[src/pmicsq_pkg.sv]
package pmicsq_pkg;

    // ****************************************
    // widths
    // ****************************************
    localparam int STAT_W = 16;
    localparam int PG_W   = 8;
    localparam int PIN_W  = 2;
    localparam int CB_W   = PG_W + PIN_W;

    // ****************************************
    // register offsets (byte addresses)
    // ****************************************
    localparam logic [7:0] OFS_MASK_A  = 8'h00;
    localparam logic [7:0] OFS_MASK_B  = 8'h04;
    localparam logic [7:0] OFS_PG_MASK = 8'h08;
    localparam logic [7:0] OFS_LATCH_A = 8'h0C;
    localparam logic [7:0] OFS_LATCH_B = 8'h10;
    localparam logic [7:0] OFS_STATUS  = 8'h14;
    localparam logic [7:0] OFS_CTRL    = 8'h18;
    localparam logic [7:0] OFS_MODE    = 8'h1C;

    // ****************************************
    // reset values and field positions
    // ****************************************
    localparam logic [STAT_W-1:0] MASK_A_RST  = 16'h0000;
    localparam logic [CB_W-1:0]   MASK_B_RST  = 10'h000;
    localparam logic [PG_W-1:0]   PG_MASK_RST = 8'hFF;
    localparam logic [PIN_W-1:0]  CTRL_RST    = 2'h3;
    localparam int MODE_STATE_LSB = 0;
    localparam int MODE_FLAG_BIT  = 4;
    localparam int MODE_FAULT_BIT = 5;
    localparam int MODE_INT_BIT   = 6;
    localparam int MODE_RST_BIT   = 7;

    // ****************************************
    // timing
    // ****************************************
    localparam int CLK_MHZ       = 125;
    localparam int SEQ_TIME_NS   = 2000;
    localparam int SEQ_CYCLES    = (SEQ_TIME_NS * CLK_MHZ + 999) / 1000;
    localparam int RESET_TIME_US = 1000;
    localparam int RESET_CYCLES  = RESET_TIME_US * CLK_MHZ;
    localparam int PGCHK_CYCLES  = 2;

    // ****************************************
    // types
    // ****************************************
    typedef enum logic [2:0] {
        ST_OFF    = 3'b000,
        ST_LOAD   = 3'b001,
        ST_ENABLE = 3'b010,
        ST_SEQ    = 3'b011,
        ST_RESET  = 3'b100,
        ST_PGCHK  = 3'b101,
        ST_NORMAL = 3'b110,
        ST_SLEEP  = 3'b111
    } pmicsq_state_t;

    typedef struct packed {
        logic [STAT_W-1:0] stat;
        logic [PG_W-1:0]   pg_low;
        logic              general_pin_two;
        logic              general_pin_one;
        logic              uvlo_ok;
        logic              rails_ok;
        logic              sys_ok;
    } pmicsq_pins_t;

    localparam int PINS_W = $bits(pmicsq_pins_t);

endpackage

[src/pmicsq_top.sv]
// Behaviour
// status, charger, battery, converter bits feed interrupts
// mask registers select which bits interrupt
// input-configured general pins interrupt on edges
// set cause latches first, then pull line low
// while line low, latches frozen, changes ignored
// host writes zero to cause, line released
// aborted access keeps line low, no timeout
// new interrupt only after line returns high
// unmasked out-of-regulation bit raises power-good fault
// power-good fault changes operating mode
// below undervoltage, everything disabled and off
// rails active, registers load power-up defaults
// then power path on, flag cleared, enter ENABLE
// ENABLE: reset low, interrupt off, comparators off
// ENABLE until rail sense above threshold
// SEQUENCING turns supplies on, then reset timer
// regulator five and bucks together, bucks need pins
// reset low: ignore sources, driver disabled
// reset timer expiry enters power-good check
// supply below fraction of target flags fault
// toggles found against previous cycle's value
//
// Added by the designer: the address map and the APB slave port.
module pmicsq_top
    import pmicsq_pkg::*;
#(
    parameter int RESET_CYC = RESET_CYCLES,
    parameter int SEQ_CYC   = SEQ_CYCLES
) (
    input  wire logic              CLOCK_IN,
    input  wire logic              RST_B_IN,
    input  wire logic              PSEL_IN,
    input  wire logic              PENABLE_IN,
    input  wire logic              PWRITE_IN,
    input  wire logic [7:0]        PADDR_IN,
    input  wire logic [31:0]       PWDATA_IN,
    output logic      [31:0]       PRDATA_OUT,
    output logic                   PREADY_OUT,
    output logic                   PSLVERR_OUT,
    input  wire logic [STAT_W-1:0] STATUS_IN,
    input  wire logic [PG_W-1:0]   PG_LOW_IN,
    input  wire logic              GENERAL_PIN_ONE_IN,
    input  wire logic              GENERAL_PIN_TWO_IN,
    input  wire logic              UVLO_OK_IN,
    input  wire logic              RAILS_ACTIVE_IN,
    input  wire logic              RAIL_SENSE_ABOVE_IN,
    output logic                   INT_O_OUT,
    output logic                   INT_OE_OUT,
    output logic                   SYSTEM_RESET_OUT_N_OUT,
    output logic                   POWER_PATH_EN_OUT,
    output logic                   LINEAR_REG_FIVE_EN_OUT,
    output logic                   BUCK_ONE_EN_OUT,
    output logic                   BUCK_TWO_EN_OUT,
    output logic                   PG_CMP_EN_OUT,
    output logic                   PG_FAULT_OUT
);

    // ****************************************
    // input synchronisers
    // ****************************************
    pmicsq_pins_t pins_raw;
    pmicsq_pins_t pins_s;
    logic [PINS_W-1:0] pins_q;

    assign pins_raw = '{stat: STATUS_IN, pg_low: PG_LOW_IN,
                        general_pin_two: GENERAL_PIN_TWO_IN,
                        general_pin_one: GENERAL_PIN_ONE_IN,
                        uvlo_ok: UVLO_OK_IN, rails_ok: RAILS_ACTIVE_IN,
                        sys_ok: RAIL_SENSE_ABOVE_IN};

    pmicsq_sync #(.W(PINS_W)) u_sync (
        .clk_in   (CLOCK_IN),
        .rst_b_in (RST_B_IN),
        .d_in     (pins_raw),
        .q_out    (pins_q)
    );
    assign pins_s = pmicsq_pins_t'(pins_q);

    // ****************************************
    // state
    // ****************************************
    pmicsq_state_t     state_r,    state_nxt;
    logic [31:0]       timer_r,    timer_nxt;
    logic              sysrst_n_r, sysrst_n_nxt;
    logic              path_r,     path_nxt;
    logic              linear_reg_five_r,     linear_reg_five_nxt;
    logic              buck1_r,    buck1_nxt;
    logic              buck2_r,    buck2_nxt;
    logic              pgcmp_r,    pgcmp_nxt;
    logic              pgflt_r,    pgflt_nxt;
    logic              flag_n_r,   flag_n_nxt;
    logic [STAT_W-1:0] mask_a_r,   mask_a_nxt;
    logic [CB_W-1:0]   mask_b_r,   mask_b_nxt;
    logic [PG_W-1:0]   pgmask_r,   pgmask_nxt;
    logic [PIN_W-1:0]  ctrl_r,     ctrl_nxt;
    logic [STAT_W-1:0] latch_a_r,  latch_a_nxt;
    logic [CB_W-1:0]   latch_b_r,  latch_b_nxt;
    logic [STAT_W-1:0] prev_s_r,   prev_s_nxt;
    logic [PG_W-1:0]   prev_pg_r,  prev_pg_nxt;
    logic [PIN_W-1:0]  prev_pin_r, prev_pin_nxt;
    logic              arm_r,      arm_nxt;
    logic              int_act_r,  int_act_nxt;
    logic [31:0]       prdata_r,   prdata_nxt;
    logic              pready_r,   pready_nxt;
    logic              pslverr_r,  pslverr_nxt;

    // ****************************************
    // interrupt cause detection
    // ****************************************
    logic [PIN_W-1:0]  pin_now;
    logic [PIN_W-1:0]  pin_edge;
    logic [STAT_W-1:0] cause_a;
    logic [CB_W-1:0]   cause_b;
    logic              irq_allow;
    logic              hit;
    logic              wr_en;
    logic              ack_wr;
    logic              mapped;

    always_comb begin
        pin_now   = {pins_s.general_pin_two, pins_s.general_pin_one};
        pin_edge  = (pin_now ^ prev_pin_r) & ctrl_r;
        cause_a   = (pins_s.stat ^ prev_s_r) & ~mask_a_r;
        cause_b   = {pins_s.pg_low ^ prev_pg_r, pin_edge} & ~mask_b_r;
        // line must be high and reset released before a new cause counts
        irq_allow = sysrst_n_r & ~int_act_r & ~arm_r;
        hit       = irq_allow & ((|cause_a) | (|cause_b));
        wr_en     = PSEL_IN & PENABLE_IN & pready_r & PWRITE_IN;
        ack_wr    = wr_en & ((PADDR_IN == OFS_LATCH_A) | (PADDR_IN == OFS_LATCH_B));
        mapped    = (PADDR_IN[1:0] == 2'h0) & (PADDR_IN <= OFS_MODE);
    end

    // ****************************************
    // sequencer
    // ****************************************
    logic sup_on;

    always_comb begin
        state_nxt = state_r;
        timer_nxt = timer_r;
        unique case (state_r)
            ST_OFF: begin
                if (pins_s.rails_ok) begin
                    state_nxt = ST_LOAD;
                end
            end
            ST_LOAD: begin
                state_nxt = ST_ENABLE;
            end
            ST_ENABLE: begin
                if (pins_s.sys_ok) begin
                    state_nxt = ST_SEQ;
                    timer_nxt = '0;
                end
            end
            ST_SEQ: begin
                timer_nxt = timer_r + 32'h0000_0001;
                if (timer_r == 32'(SEQ_CYC - 1)) begin
                    state_nxt = ST_RESET;
                    timer_nxt = '0;
                end
            end
            ST_RESET: begin
                timer_nxt = timer_r + 32'h0000_0001;
                if (timer_r == 32'(RESET_CYC - 1)) begin
                    state_nxt = ST_PGCHK;
                    timer_nxt = '0;
                end
            end
            ST_PGCHK: begin
                // comparators get two cycles (PGCHK_CYCLES) to settle before the verdict
                timer_nxt = timer_r + 32'h0000_0001;
                if (timer_r == 32'(PGCHK_CYCLES - 1)) begin
                    state_nxt = pgflt_r ? ST_SLEEP : ST_NORMAL;
                end
            end
            ST_NORMAL: begin
                if (pgflt_r) begin
                    state_nxt = ST_OFF;
                end
            end
            ST_SLEEP: begin
                state_nxt = ST_SLEEP;
            end
        endcase
        if (!pins_s.uvlo_ok) begin
            state_nxt = ST_OFF;
            timer_nxt = '0;
        end
        sup_on       = (state_nxt == ST_SEQ) | (state_nxt == ST_RESET) |
                       (state_nxt == ST_PGCHK) | (state_nxt == ST_NORMAL);
        linear_reg_five_nxt     = sup_on;
        buck1_nxt    = sup_on & pins_s.general_pin_one;
        buck2_nxt    = sup_on & pins_s.general_pin_two;
        sysrst_n_nxt = (state_nxt == ST_PGCHK) | (state_nxt == ST_NORMAL);
        pgcmp_nxt    = sysrst_n_nxt;
        path_nxt     = (state_nxt != ST_OFF) & (state_nxt != ST_LOAD);
        flag_n_nxt   = (state_nxt == ST_OFF) | (state_nxt == ST_LOAD);
        // comparator output itself is the below-fraction flag
        pgflt_nxt    = pgcmp_r & (|(pins_s.pg_low & ~pgmask_r));
    end

    // ****************************************
    // interrupt controller and registers
    // ****************************************
    always_comb begin
        mask_a_nxt   = mask_a_r;
        mask_b_nxt   = mask_b_r;
        pgmask_nxt   = pgmask_r;
        ctrl_nxt     = ctrl_r;
        latch_a_nxt  = latch_a_r;
        latch_b_nxt  = latch_b_r;
        prev_s_nxt   = pins_s.stat;
        prev_pg_nxt  = pins_s.pg_low;
        prev_pin_nxt = pin_now;
        // an arm that meets a falling system reset would be left dangling
        arm_nxt      = hit & sysrst_n_nxt;
        int_act_nxt  = int_act_r;
        if (arm_r) begin
            int_act_nxt = 1'b1;
        end
        if (wr_en) begin
            unique case (PADDR_IN)
                OFS_MASK_A:  mask_a_nxt = PWDATA_IN[STAT_W-1:0];
                OFS_MASK_B:  mask_b_nxt = PWDATA_IN[CB_W-1:0];
                OFS_PG_MASK: pgmask_nxt = PWDATA_IN[PG_W-1:0];
                OFS_CTRL:    ctrl_nxt = PWDATA_IN[PIN_W-1:0];
                OFS_LATCH_A: latch_a_nxt = latch_a_r & PWDATA_IN[STAT_W-1:0];
                OFS_LATCH_B: latch_b_nxt = latch_b_r & PWDATA_IN[CB_W-1:0];
                default: begin
                end
            endcase
        end
        // a new cause wins over a clearing write in the same cycle
        if (hit) begin
            latch_a_nxt = latch_a_nxt | cause_a;
            latch_b_nxt = latch_b_nxt | cause_b;
        end
        // only an acknowledge write or a falling system reset releases the line; no timer does
        if (ack_wr && int_act_r && latch_a_nxt == '0 && latch_b_nxt == '0) begin
            int_act_nxt = 1'b0;
        end
        int_act_nxt = int_act_nxt & sysrst_n_nxt;
        if (state_r == ST_LOAD) begin
            mask_a_nxt  = MASK_A_RST;
            mask_b_nxt  = MASK_B_RST;
            pgmask_nxt  = PG_MASK_RST;
            ctrl_nxt    = CTRL_RST;
            latch_a_nxt = '0;
            latch_b_nxt = '0;
        end
    end

    // ****************************************
    // apb slave: one wait-free access phase
    // ****************************************
    always_comb begin
        prdata_nxt  = '0;
        pready_nxt  = PSEL_IN & ~PENABLE_IN;
        pslverr_nxt = PSEL_IN & ~PENABLE_IN & ~mapped;
        if (PSEL_IN && !PENABLE_IN && !PWRITE_IN) begin
            unique case (PADDR_IN)
                OFS_MASK_A:  prdata_nxt[STAT_W-1:0] = mask_a_r;
                OFS_MASK_B:  prdata_nxt[CB_W-1:0] = mask_b_r;
                OFS_PG_MASK: prdata_nxt[PG_W-1:0] = pgmask_r;
                OFS_LATCH_A: prdata_nxt[STAT_W-1:0] = latch_a_r;
                OFS_LATCH_B: prdata_nxt[CB_W-1:0] = latch_b_r;
                OFS_STATUS:  prdata_nxt[STAT_W+PG_W-1:0] = {pins_s.pg_low, pins_s.stat};
                OFS_CTRL:    prdata_nxt[PIN_W-1:0] = ctrl_r;
                OFS_MODE: begin
                    prdata_nxt[MODE_STATE_LSB +: 3] = state_r;
                    prdata_nxt[MODE_FLAG_BIT]       = flag_n_r;
                    prdata_nxt[MODE_FAULT_BIT]      = pgflt_r;
                    prdata_nxt[MODE_INT_BIT]        = int_act_r;
                    prdata_nxt[MODE_RST_BIT]        = sysrst_n_r;
                end
                default: begin
                end
            endcase
        end
    end

    // ****************************************
    // registers
    // ****************************************
    always_ff @(posedge CLOCK_IN) begin
        if (!RST_B_IN) begin
            state_r    <= ST_OFF;
            timer_r    <= '0;
            sysrst_n_r <= 1'b0;
            path_r     <= 1'b0;
            linear_reg_five_r     <= 1'b0;
            buck1_r    <= 1'b0;
            buck2_r    <= 1'b0;
            pgcmp_r    <= 1'b0;
            pgflt_r    <= 1'b0;
            flag_n_r   <= 1'b1;
            mask_a_r   <= MASK_A_RST;
            mask_b_r   <= MASK_B_RST;
            pgmask_r   <= PG_MASK_RST;
            ctrl_r     <= CTRL_RST;
            latch_a_r  <= '0;
            latch_b_r  <= '0;
            prev_s_r   <= '0;
            prev_pg_r  <= '0;
            prev_pin_r <= '0;
            arm_r      <= 1'b0;
            int_act_r  <= 1'b0;
            prdata_r   <= '0;
            pready_r   <= 1'b0;
            pslverr_r  <= 1'b0;
        end else begin
            state_r    <= state_nxt;
            timer_r    <= timer_nxt;
            sysrst_n_r <= sysrst_n_nxt;
            path_r     <= path_nxt;
            linear_reg_five_r     <= linear_reg_five_nxt;
            buck1_r    <= buck1_nxt;
            buck2_r    <= buck2_nxt;
            pgcmp_r    <= pgcmp_nxt;
            pgflt_r    <= pgflt_nxt;
            flag_n_r   <= flag_n_nxt;
            mask_a_r   <= mask_a_nxt;
            mask_b_r   <= mask_b_nxt;
            pgmask_r   <= pgmask_nxt;
            ctrl_r     <= ctrl_nxt;
            latch_a_r  <= latch_a_nxt;
            latch_b_r  <= latch_b_nxt;
            prev_s_r   <= prev_s_nxt;
            prev_pg_r  <= prev_pg_nxt;
            prev_pin_r <= prev_pin_nxt;
            arm_r      <= arm_nxt;
            int_act_r  <= int_act_nxt;
            prdata_r   <= prdata_nxt;
            pready_r   <= pready_nxt;
            pslverr_r  <= pslverr_nxt;
        end
    end

    assign PRDATA_OUT             = prdata_r;
    assign PREADY_OUT             = pready_r;
    assign PSLVERR_OUT            = pslverr_r;
    assign INT_O_OUT              = 1'b0;
    assign INT_OE_OUT             = int_act_r;
    assign SYSTEM_RESET_OUT_N_OUT = sysrst_n_r;
    assign POWER_PATH_EN_OUT      = path_r;
    assign LINEAR_REG_FIVE_EN_OUT = linear_reg_five_r;
    assign BUCK_ONE_EN_OUT        = buck1_r;
    assign BUCK_TWO_EN_OUT        = buck2_r;
    assign PG_CMP_EN_OUT          = pgcmp_r;
    assign PG_FAULT_OUT           = pgflt_r;
endmodule

[src/pmicsq_sync.sv]
module pmicsq_sync #(
    parameter int W = 1
) (
    input  wire logic         clk_in,
    input  wire logic         rst_b_in,
    input  wire logic [W-1:0] d_in,
    output logic      [W-1:0] q_out
);

    logic [W-1:0] meta_r;
    logic [W-1:0] meta_nxt;
    logic [W-1:0] q_r;
    logic [W-1:0] q_nxt;

    // first stage feeds only the second stage
    always_comb begin
        meta_nxt = rst_b_in ? d_in : '0;
        q_nxt    = rst_b_in ? meta_r : '0;
    end

    always_ff @(posedge clk_in) begin
        meta_r <= meta_nxt;
        q_r    <= q_nxt;
    end

    assign q_out = q_r;

endmodule

[config.mk]
export PLATFORM = sky130hd
export DESIGN_NAME = pmicsq_top
export DESIGN_NICKNAME = d
export VERILOG_FILES = /design/src/pmicsq_pkg.sv /design/src/pmicsq_top.sv /design/src/pmicsq_sync.sv
export SDC_FILE = /design/constraint.sdc
export NUM_CORES = 1
export LEC_CHECK = 0
export BUFFER_PORTS_ARGS = -buffer_cell sky130_fd_sc_hd__buf_2
export CORE_ASPECT_RATIO = 1.2
export CORE_UTILIZATION = 52
export DETAILED_ROUTE_END_ITERATION = 16
export PLACE_DENSITY = 0.73
export SKIP_CTS_REPAIR_TIMING = 1
export SLEW_MARGIN = 10
export SYNTH_ARGS = -nofsm -noshare
export SYNTH_HDL_FRONTEND = slang
export SYNTH_SLANG_ARGS = --single-unit
[constraint.sdc]
create_clock -name CLOCK_IN -period 4.2 [get_ports CLOCK_IN]
set_input_delay 1.05 -clock CLOCK_IN [delete_from_list [all_inputs] [get_ports CLOCK_IN]]
set_output_delay 1.05 -clock CLOCK_IN [all_outputs]
set_load 0.03 [all_outputs]
# Yosys cells after proc, flatten, opt, wreduce, memory -nomap -nowiden
# Index checks and enable logic that the tools add are counted.
# Widths: inputs -> output; s select.
[word_totals] n_memories=0 reg_bits=224 mem_bits_ro=0 word_cells=149 mem_bits_rw=0 out_inout_bits=43 latch_bits=0 inputBits=74
[classes] n_lt_le_gt_ge=1 bitwise_logic=42 n_mux=27 eq_ne=24 n_reduce_logical=27 multipliers=0 addsub=1 n_div=0 n_shift=0
[op_table] op="$pmux 32 s4" count=1
[op_table] op="$mux 32" count=3
[op_table] op="$mux 16" count=3
[op_table] op="$add 32x1->32 const B" count=1
[op_table] op="$and 16x16->16" count=2
[op_table] op="$eq 32x1->1 const B" count=1
[op_table] op="$eq 32x17->1 const B" count=1
[op_table] op="$eq 32x8->1 const B" count=1
[op_table] op="$eq 8x5->1 const B" count=4
[op_table] op="$mux 10" count=3
[op_table] op="$pmux 4 s7" count=1
[op_table] op="$pmux 3 s8" count=1
[op_table] op="$eq 3x3->1 const B" count=7
[op_table] op="$mux 3" count=7
[op_table] op="$and 10x10->10" count=2
[op_table] op="$pmux 6 s3" count=1
[op_table] op="$and 1x1->1" count=16
[op_table] op="$eq 8x4->1 const B" count=2
[op_table] op="$logic_not 16->1" count=1
[op_table] op="$not 16->16" count=1
[op_table] op="$or 16x16->16" count=1
[op_table] op="$pmux 2 s8" count=1
[op_table] op="$reduce_or 16->1" count=1
[op_table] op="$xor 16x16->16" count=1
[op_table] op="other kinds (32)" count=59

# Logic depth before layout (Yosys ltp)
[depth] ltp_word=12 ltp_mapped=10 mapped_depth_nobuf=8

# Cells and area by module
# A second synthesis with hierarchy kept.
[hier_totals] cells_unflattened=955 area_unflattened_um2=8831.0
[by_module_without_submodules] module="pmicsq_top" cells_per_inst=833 seq_area_each_um2=3163.0 area_per_inst_um2=7231.9 instances=1
[by_module_without_submodules] module="pmicsq_sync" cells_per_inst=122 seq_area_each_um2=1161.1 area_per_inst_um2=1599.0 instances=1

# Least setup slack after synthesis
# OpenSTA, ideal clock, no wires.
[synth_path] kind="input-to-reg" startpoint="input port PADDR_IN[7]" endpoint="register mask_a_r[10]" setup_slack_ps=1230 arrival_time_ps=2899 required_ps=4129 path_buffers=4 stages=10 setup_ps=71 cell_sequence="nor4_2 > and2_0 > clkbuf_1 > and3_1 > buf_2 > and2_1 > clkbuf_1 > buf_2 > nand2_1 > a21oi_1"
[synth_between] elab_chain_len=2
[synth_rtl] item="from (decl)" line="pmicsq_top.sv:36" text="input wire logic [7:0] PADDR_IN,"
[synth_rtl] item="$logic_not 8->1" line="pmicsq_top.sv:224" text="unique case (PADDR_IN)"
[synth_rtl] item="$reduce_and 2->1 (no source line)"
[synth_rtl] item="to (signal assigned)" line="pmicsq_top.sv:324" text="mask_a_r <= mask_a_nxt;"
[synth_rtl] item="to (decl)" line="pmicsq_top.sv:93" text="logic [STAT_W-1:0] mask_a_r, mask_a_nxt;"
# Every way passes these cells.
# A chain may end at the register's enable or synchronous reset.

# Worst setup path in the final report
[layout_path] startpoint="input port PADDR_IN[4]" endpoint="register int_act_r, in the netlist INT_OE_OUT"
[layout_between] elab_chain_len=10 elab_cells_between_ends=19 classes_between="2 x eq/ne; 7 x mux; 5 x bitwise; 5 x reduce/logical"
[layout_rtl] item="$eq 8x4->1" line="pmicsq_top.sv:130, pmicsq_top.sv:224"
[layout_rtl] item="$mux 16" line="pmicsq_top.sv:224"
[layout_rtl] item="$mux 16" line="pmicsq_top.sv:223" text="if (wr_en) begin"
[layout_rtl] item="$or 16x16->16" line="pmicsq_top.sv:237" text="latch_a_nxt = latch_a_nxt | cause_a;"
[layout_rtl] item="$mux 16" line="pmicsq_top.sv:236" text="if (hit) begin"
[layout_rtl] item="$logic_not 16->1" line="pmicsq_top.sv:241" text="if (ack_wr && int_act_r && latch_a_nxt == '0 && latch_b_nxt == '0) begin"
[layout_rtl] item="$logic_and 1x1->1" line="pmicsq_top.sv:241"
[layout_rtl] item="$logic_and 1x1->1 (*)" line="pmicsq_top.sv:241"
[layout_rtl] item="$mux 1 (*)" line="pmicsq_top.sv:241"
[layout_rtl] item="$and 1x1->1 (*)" line="pmicsq_top.sv:244" text="int_act_nxt = int_act_nxt & sysrst_n_nxt;"
[layout_rtl] item="to (signal assigned)" line="pmicsq_top.sv:334" text="int_act_r <= int_act_nxt;"
[layout_rtl] item="to (decl)" line="pmicsq_top.sv:103" text="logic int_act_r, int_act_nxt;"
# Every way passes the cells marked *; elsewhere a longest branch is shown, timed or not.

==> results.cfg <==
[synth]
synth_seq_area_share_pct = 47.9
async_flop_share_pct = 0
yosys_warnings = 0
syn_area_per_cell_um2 = 9.03
netlist_instances = 1000
ys_ff_latch = 216
synth_ff_type = dfxtp_1
synth_edf_count = 0
synthTopCellsByArea = dfxtp_1, and2_1, xnor2_1
yosys.area.top_type = dfxtp_1
synth_cell_types = 70
yosysMostFrequentCell = dfxtp_1
yosys-top-cells-count = dfxtp_1, and2_1, nand2_1
synth_top_area_share_pct = 47.9
netlist_area_um2 = 9030

[clock_network]
clk_latency_ns = 0.51
cts.htree.levels = 1
clock_sinks = 216
root_buffer = clkbuf_16
cts_max_path_buffers = 3
clk_transition_reported_paths_ns = 0.06
cts_tree = built
cts_buffers = 23

[worst_setup_path]
rrSetupSlack_ns = 1.29
required_ns = 4.58
reg2reg_from = state_r[2]
r2r_cells = 6
crit_path_top_delay_cell = a2111oi_0
slowest_delay_ns = 0.55
cp.arrival_ns = 3.37
crit_type = input port to flip-flop
crit_chain = buf_2 > or3b_2 > o21a_1 > a2111oi_0 > nand4_1 > o41ai_1 > a21oi_1
crit_fanout = 26
r2r-end = timer_r[25]
crit_family = compound AO/OA/AOI/OAI gates
endpoint_kind = flip-flop
path_buf_inv = 1
worstSetupStartpointType = input port

[timing]
fin_hold_ws_ns = 0.427
finalSetupTns_ns = 0
timing.fmax_mhz = 335
setup_viol = 0
min_period_ns = 2.98
worst_pin_slew_ns = 0.858
max-slew-margin-rel_pct = 42.6
drv_slew = 0
fin_skew_ns = 0.0102
post-route-period-util_pct = 71.1
rsz0062_at_grt = no
hold_viol = 0

[global_routing]
grt_first_pass_wirelength_mm = 37.2
grt_max_degree = 62
gr-total-overflow = 0
grtUsageTotal_pct = 26.6
antenna_found_initial = 0
grt_pass1_vias = 7009

[floorplanning]
initial_core_util_pct = 53.4
io_pins = 117
row_count = 52
core-area_um2 = 16900
die_area_um2 = 17900
die_w_um = 122
die_h_um = 146

[hold_path]
min_to = u_sync.q_out[0]
hold_path_startpoint = u_sync.meta_r[0]
min_path_cells = 1
hold_class = flip-flop to flip-flop

[drt]
remaining_drc_errors = 0
first_pass_iters = 5
route.vias.total = 7674
wl_mm = 23.8
drtIter0Drc = 837
vias_per_cell = 5.90
routedWlPerCell_um = 18.3
ant_nets = 0

[power]
combPwrFrac_pct = 4.7
p_clk_share_pct = 46.4
p_per_area_nw_per_um2 = 415
leakage_nw = 3.77
p_seq_share_pct = 49.0
switching_share_pct = 22.2
ir_worst_vdd_mv = 0.328
p_sw_mw = 0.955
internal-power_mw = 3.34

[cells_and_area]
layout-drive-gt1-share_pct = 15.7
fin_nets = 1146
final_util_pct = 61.2
fill_cells = 1486
diodes = 0
area_delta_synth_final_pct = 14.6

[placed_design]
gp_congestion = 0.969
io_buffers = 91
place_hpwl_mm = 16.3

[run]
drv_cap = 0

[status]
status = finished clean
state kept, by name (all words and copies together), names as in the netlist, 2 cells and up:
register	count
PRDATA_OUT	24
ctrl_r	2
latch_a_r	16
latch_b_r	10
mask_a_r	16
mask_b_r	10
pgmask_r	8
prev_pg_r	8
prev_pin_r	2
prev_s_r	16
state_r	3
timer_r	32
u_sync.meta_r	29
u_sync.q_out	29
layout by cell type (no fill, tap or decap), types with 14 or more instances in the layout:
cell,count
clkbuf_16,23
a21oi_1,56
inv_1,24
and2_1,98
mux2i_1,14
xnor2_1,54
buf_4,15
dfxtp_1,216
nand3_1,39
a22oi_1,22
nor4_1,21
nand4_1,33
nand2_1,96
nor2_1,92
buf_2,91
worst max-delay path by stage:
stage | startpoint | depth (start not counted) | slack, ns | to
finish | PADDR_IN[4] | 7 | 1.22 | INT_OE_OUT
global route | state_r[2] | 6 | 1.06 | timer_r[25]
detailed placement | PADDR_IN[4] | 7 | 0.77 | INT_OE_OUT
floorplan | PADDR_IN[7] | 10 | 1.23 | mask_a_r[10]
CTS | state_r[2] | 6 | 1.33 | timer_r[25]
global placement | PADDR_IN[4] | 7 | 0.78 | INT_OE_OUT
per-layer routing:
metal | vias up | global-route usage, % | part of all wire [%]
li1 | 3628 | - | -
met1 | 3602 | 36.0 | 42
met2 | 359 | 41.3 | 45
met3 | 85 | 3.71 | 7.7
met4 | 0 | 13.1 | 5.0
met5 | - | 0 | 0
area by class of cell:
type | instances | area (um2) | share of cell area, %
multi-input combinational | 699 | 4360 | 42.1
timing repair buffer | 106 | 568 | 5.49
inverter | 24 | 90.1 | 0.870
tap | 216 | 270 | 2.61
clock buffer | 29 | 628 | 6.07
sequential | 216 | 4320 | 41.8
clock inverter | 10 | 114 | 1.10
power by group through the flow:
stage | clock network (mW) | logic, mW | registers [mW]
2_1_floorplan | 0 | 0.126 | 2.14
3_3_place_gp | 0 | 0.194 | 2.15
3_5_place_dp | 0 | 0.196 | 2.15
4_1_cts | 2.03 | 0.196 | 2.10
5_1_grt | 2.11 | 0.214 | 2.10
6_report | 1.99 | 0.200 | 2.10
through the flow:
stage          setup slack [ns]  total power [mW]  std cells  instance area, um2
4_1_cts                    1.33              4.33       1300               10300
6_report                   1.22              4.29       1300               10300
5_1_grt                    1.06              4.43       1300               10300
3_3_place_gp              0.775              2.34       1261                9610
3_5_place_dp              0.770              2.34       1261                9610
2_1_floorplan              1.23              2.27       1008                9060
cell families (layout without fill, tap and decap cells):
| group | count (synthesis) | after routing | share of synthesized area (%) |
|---|---|---|---|
| AND/OR/NAND/NOR | 459 | 459 | 27.6 |
| flip-flops | 216 | 216 | 47.9 |
| AO/OA/AOI/OAI | 150 | 150 | 11.0 |
| buffers and inverters | 93 | 169 | 4.48 |
| XOR/XNOR | 58 | 58 | 5.63 |
| multiplexers | 21 | 21 | 3.09 |
| adder cells (fa/ha/maj) | 2 | 2 | 0.277 |
| other | 1 | 9 | 0.0415 |
Note: power is estimated with default switching activity, not from simulation.
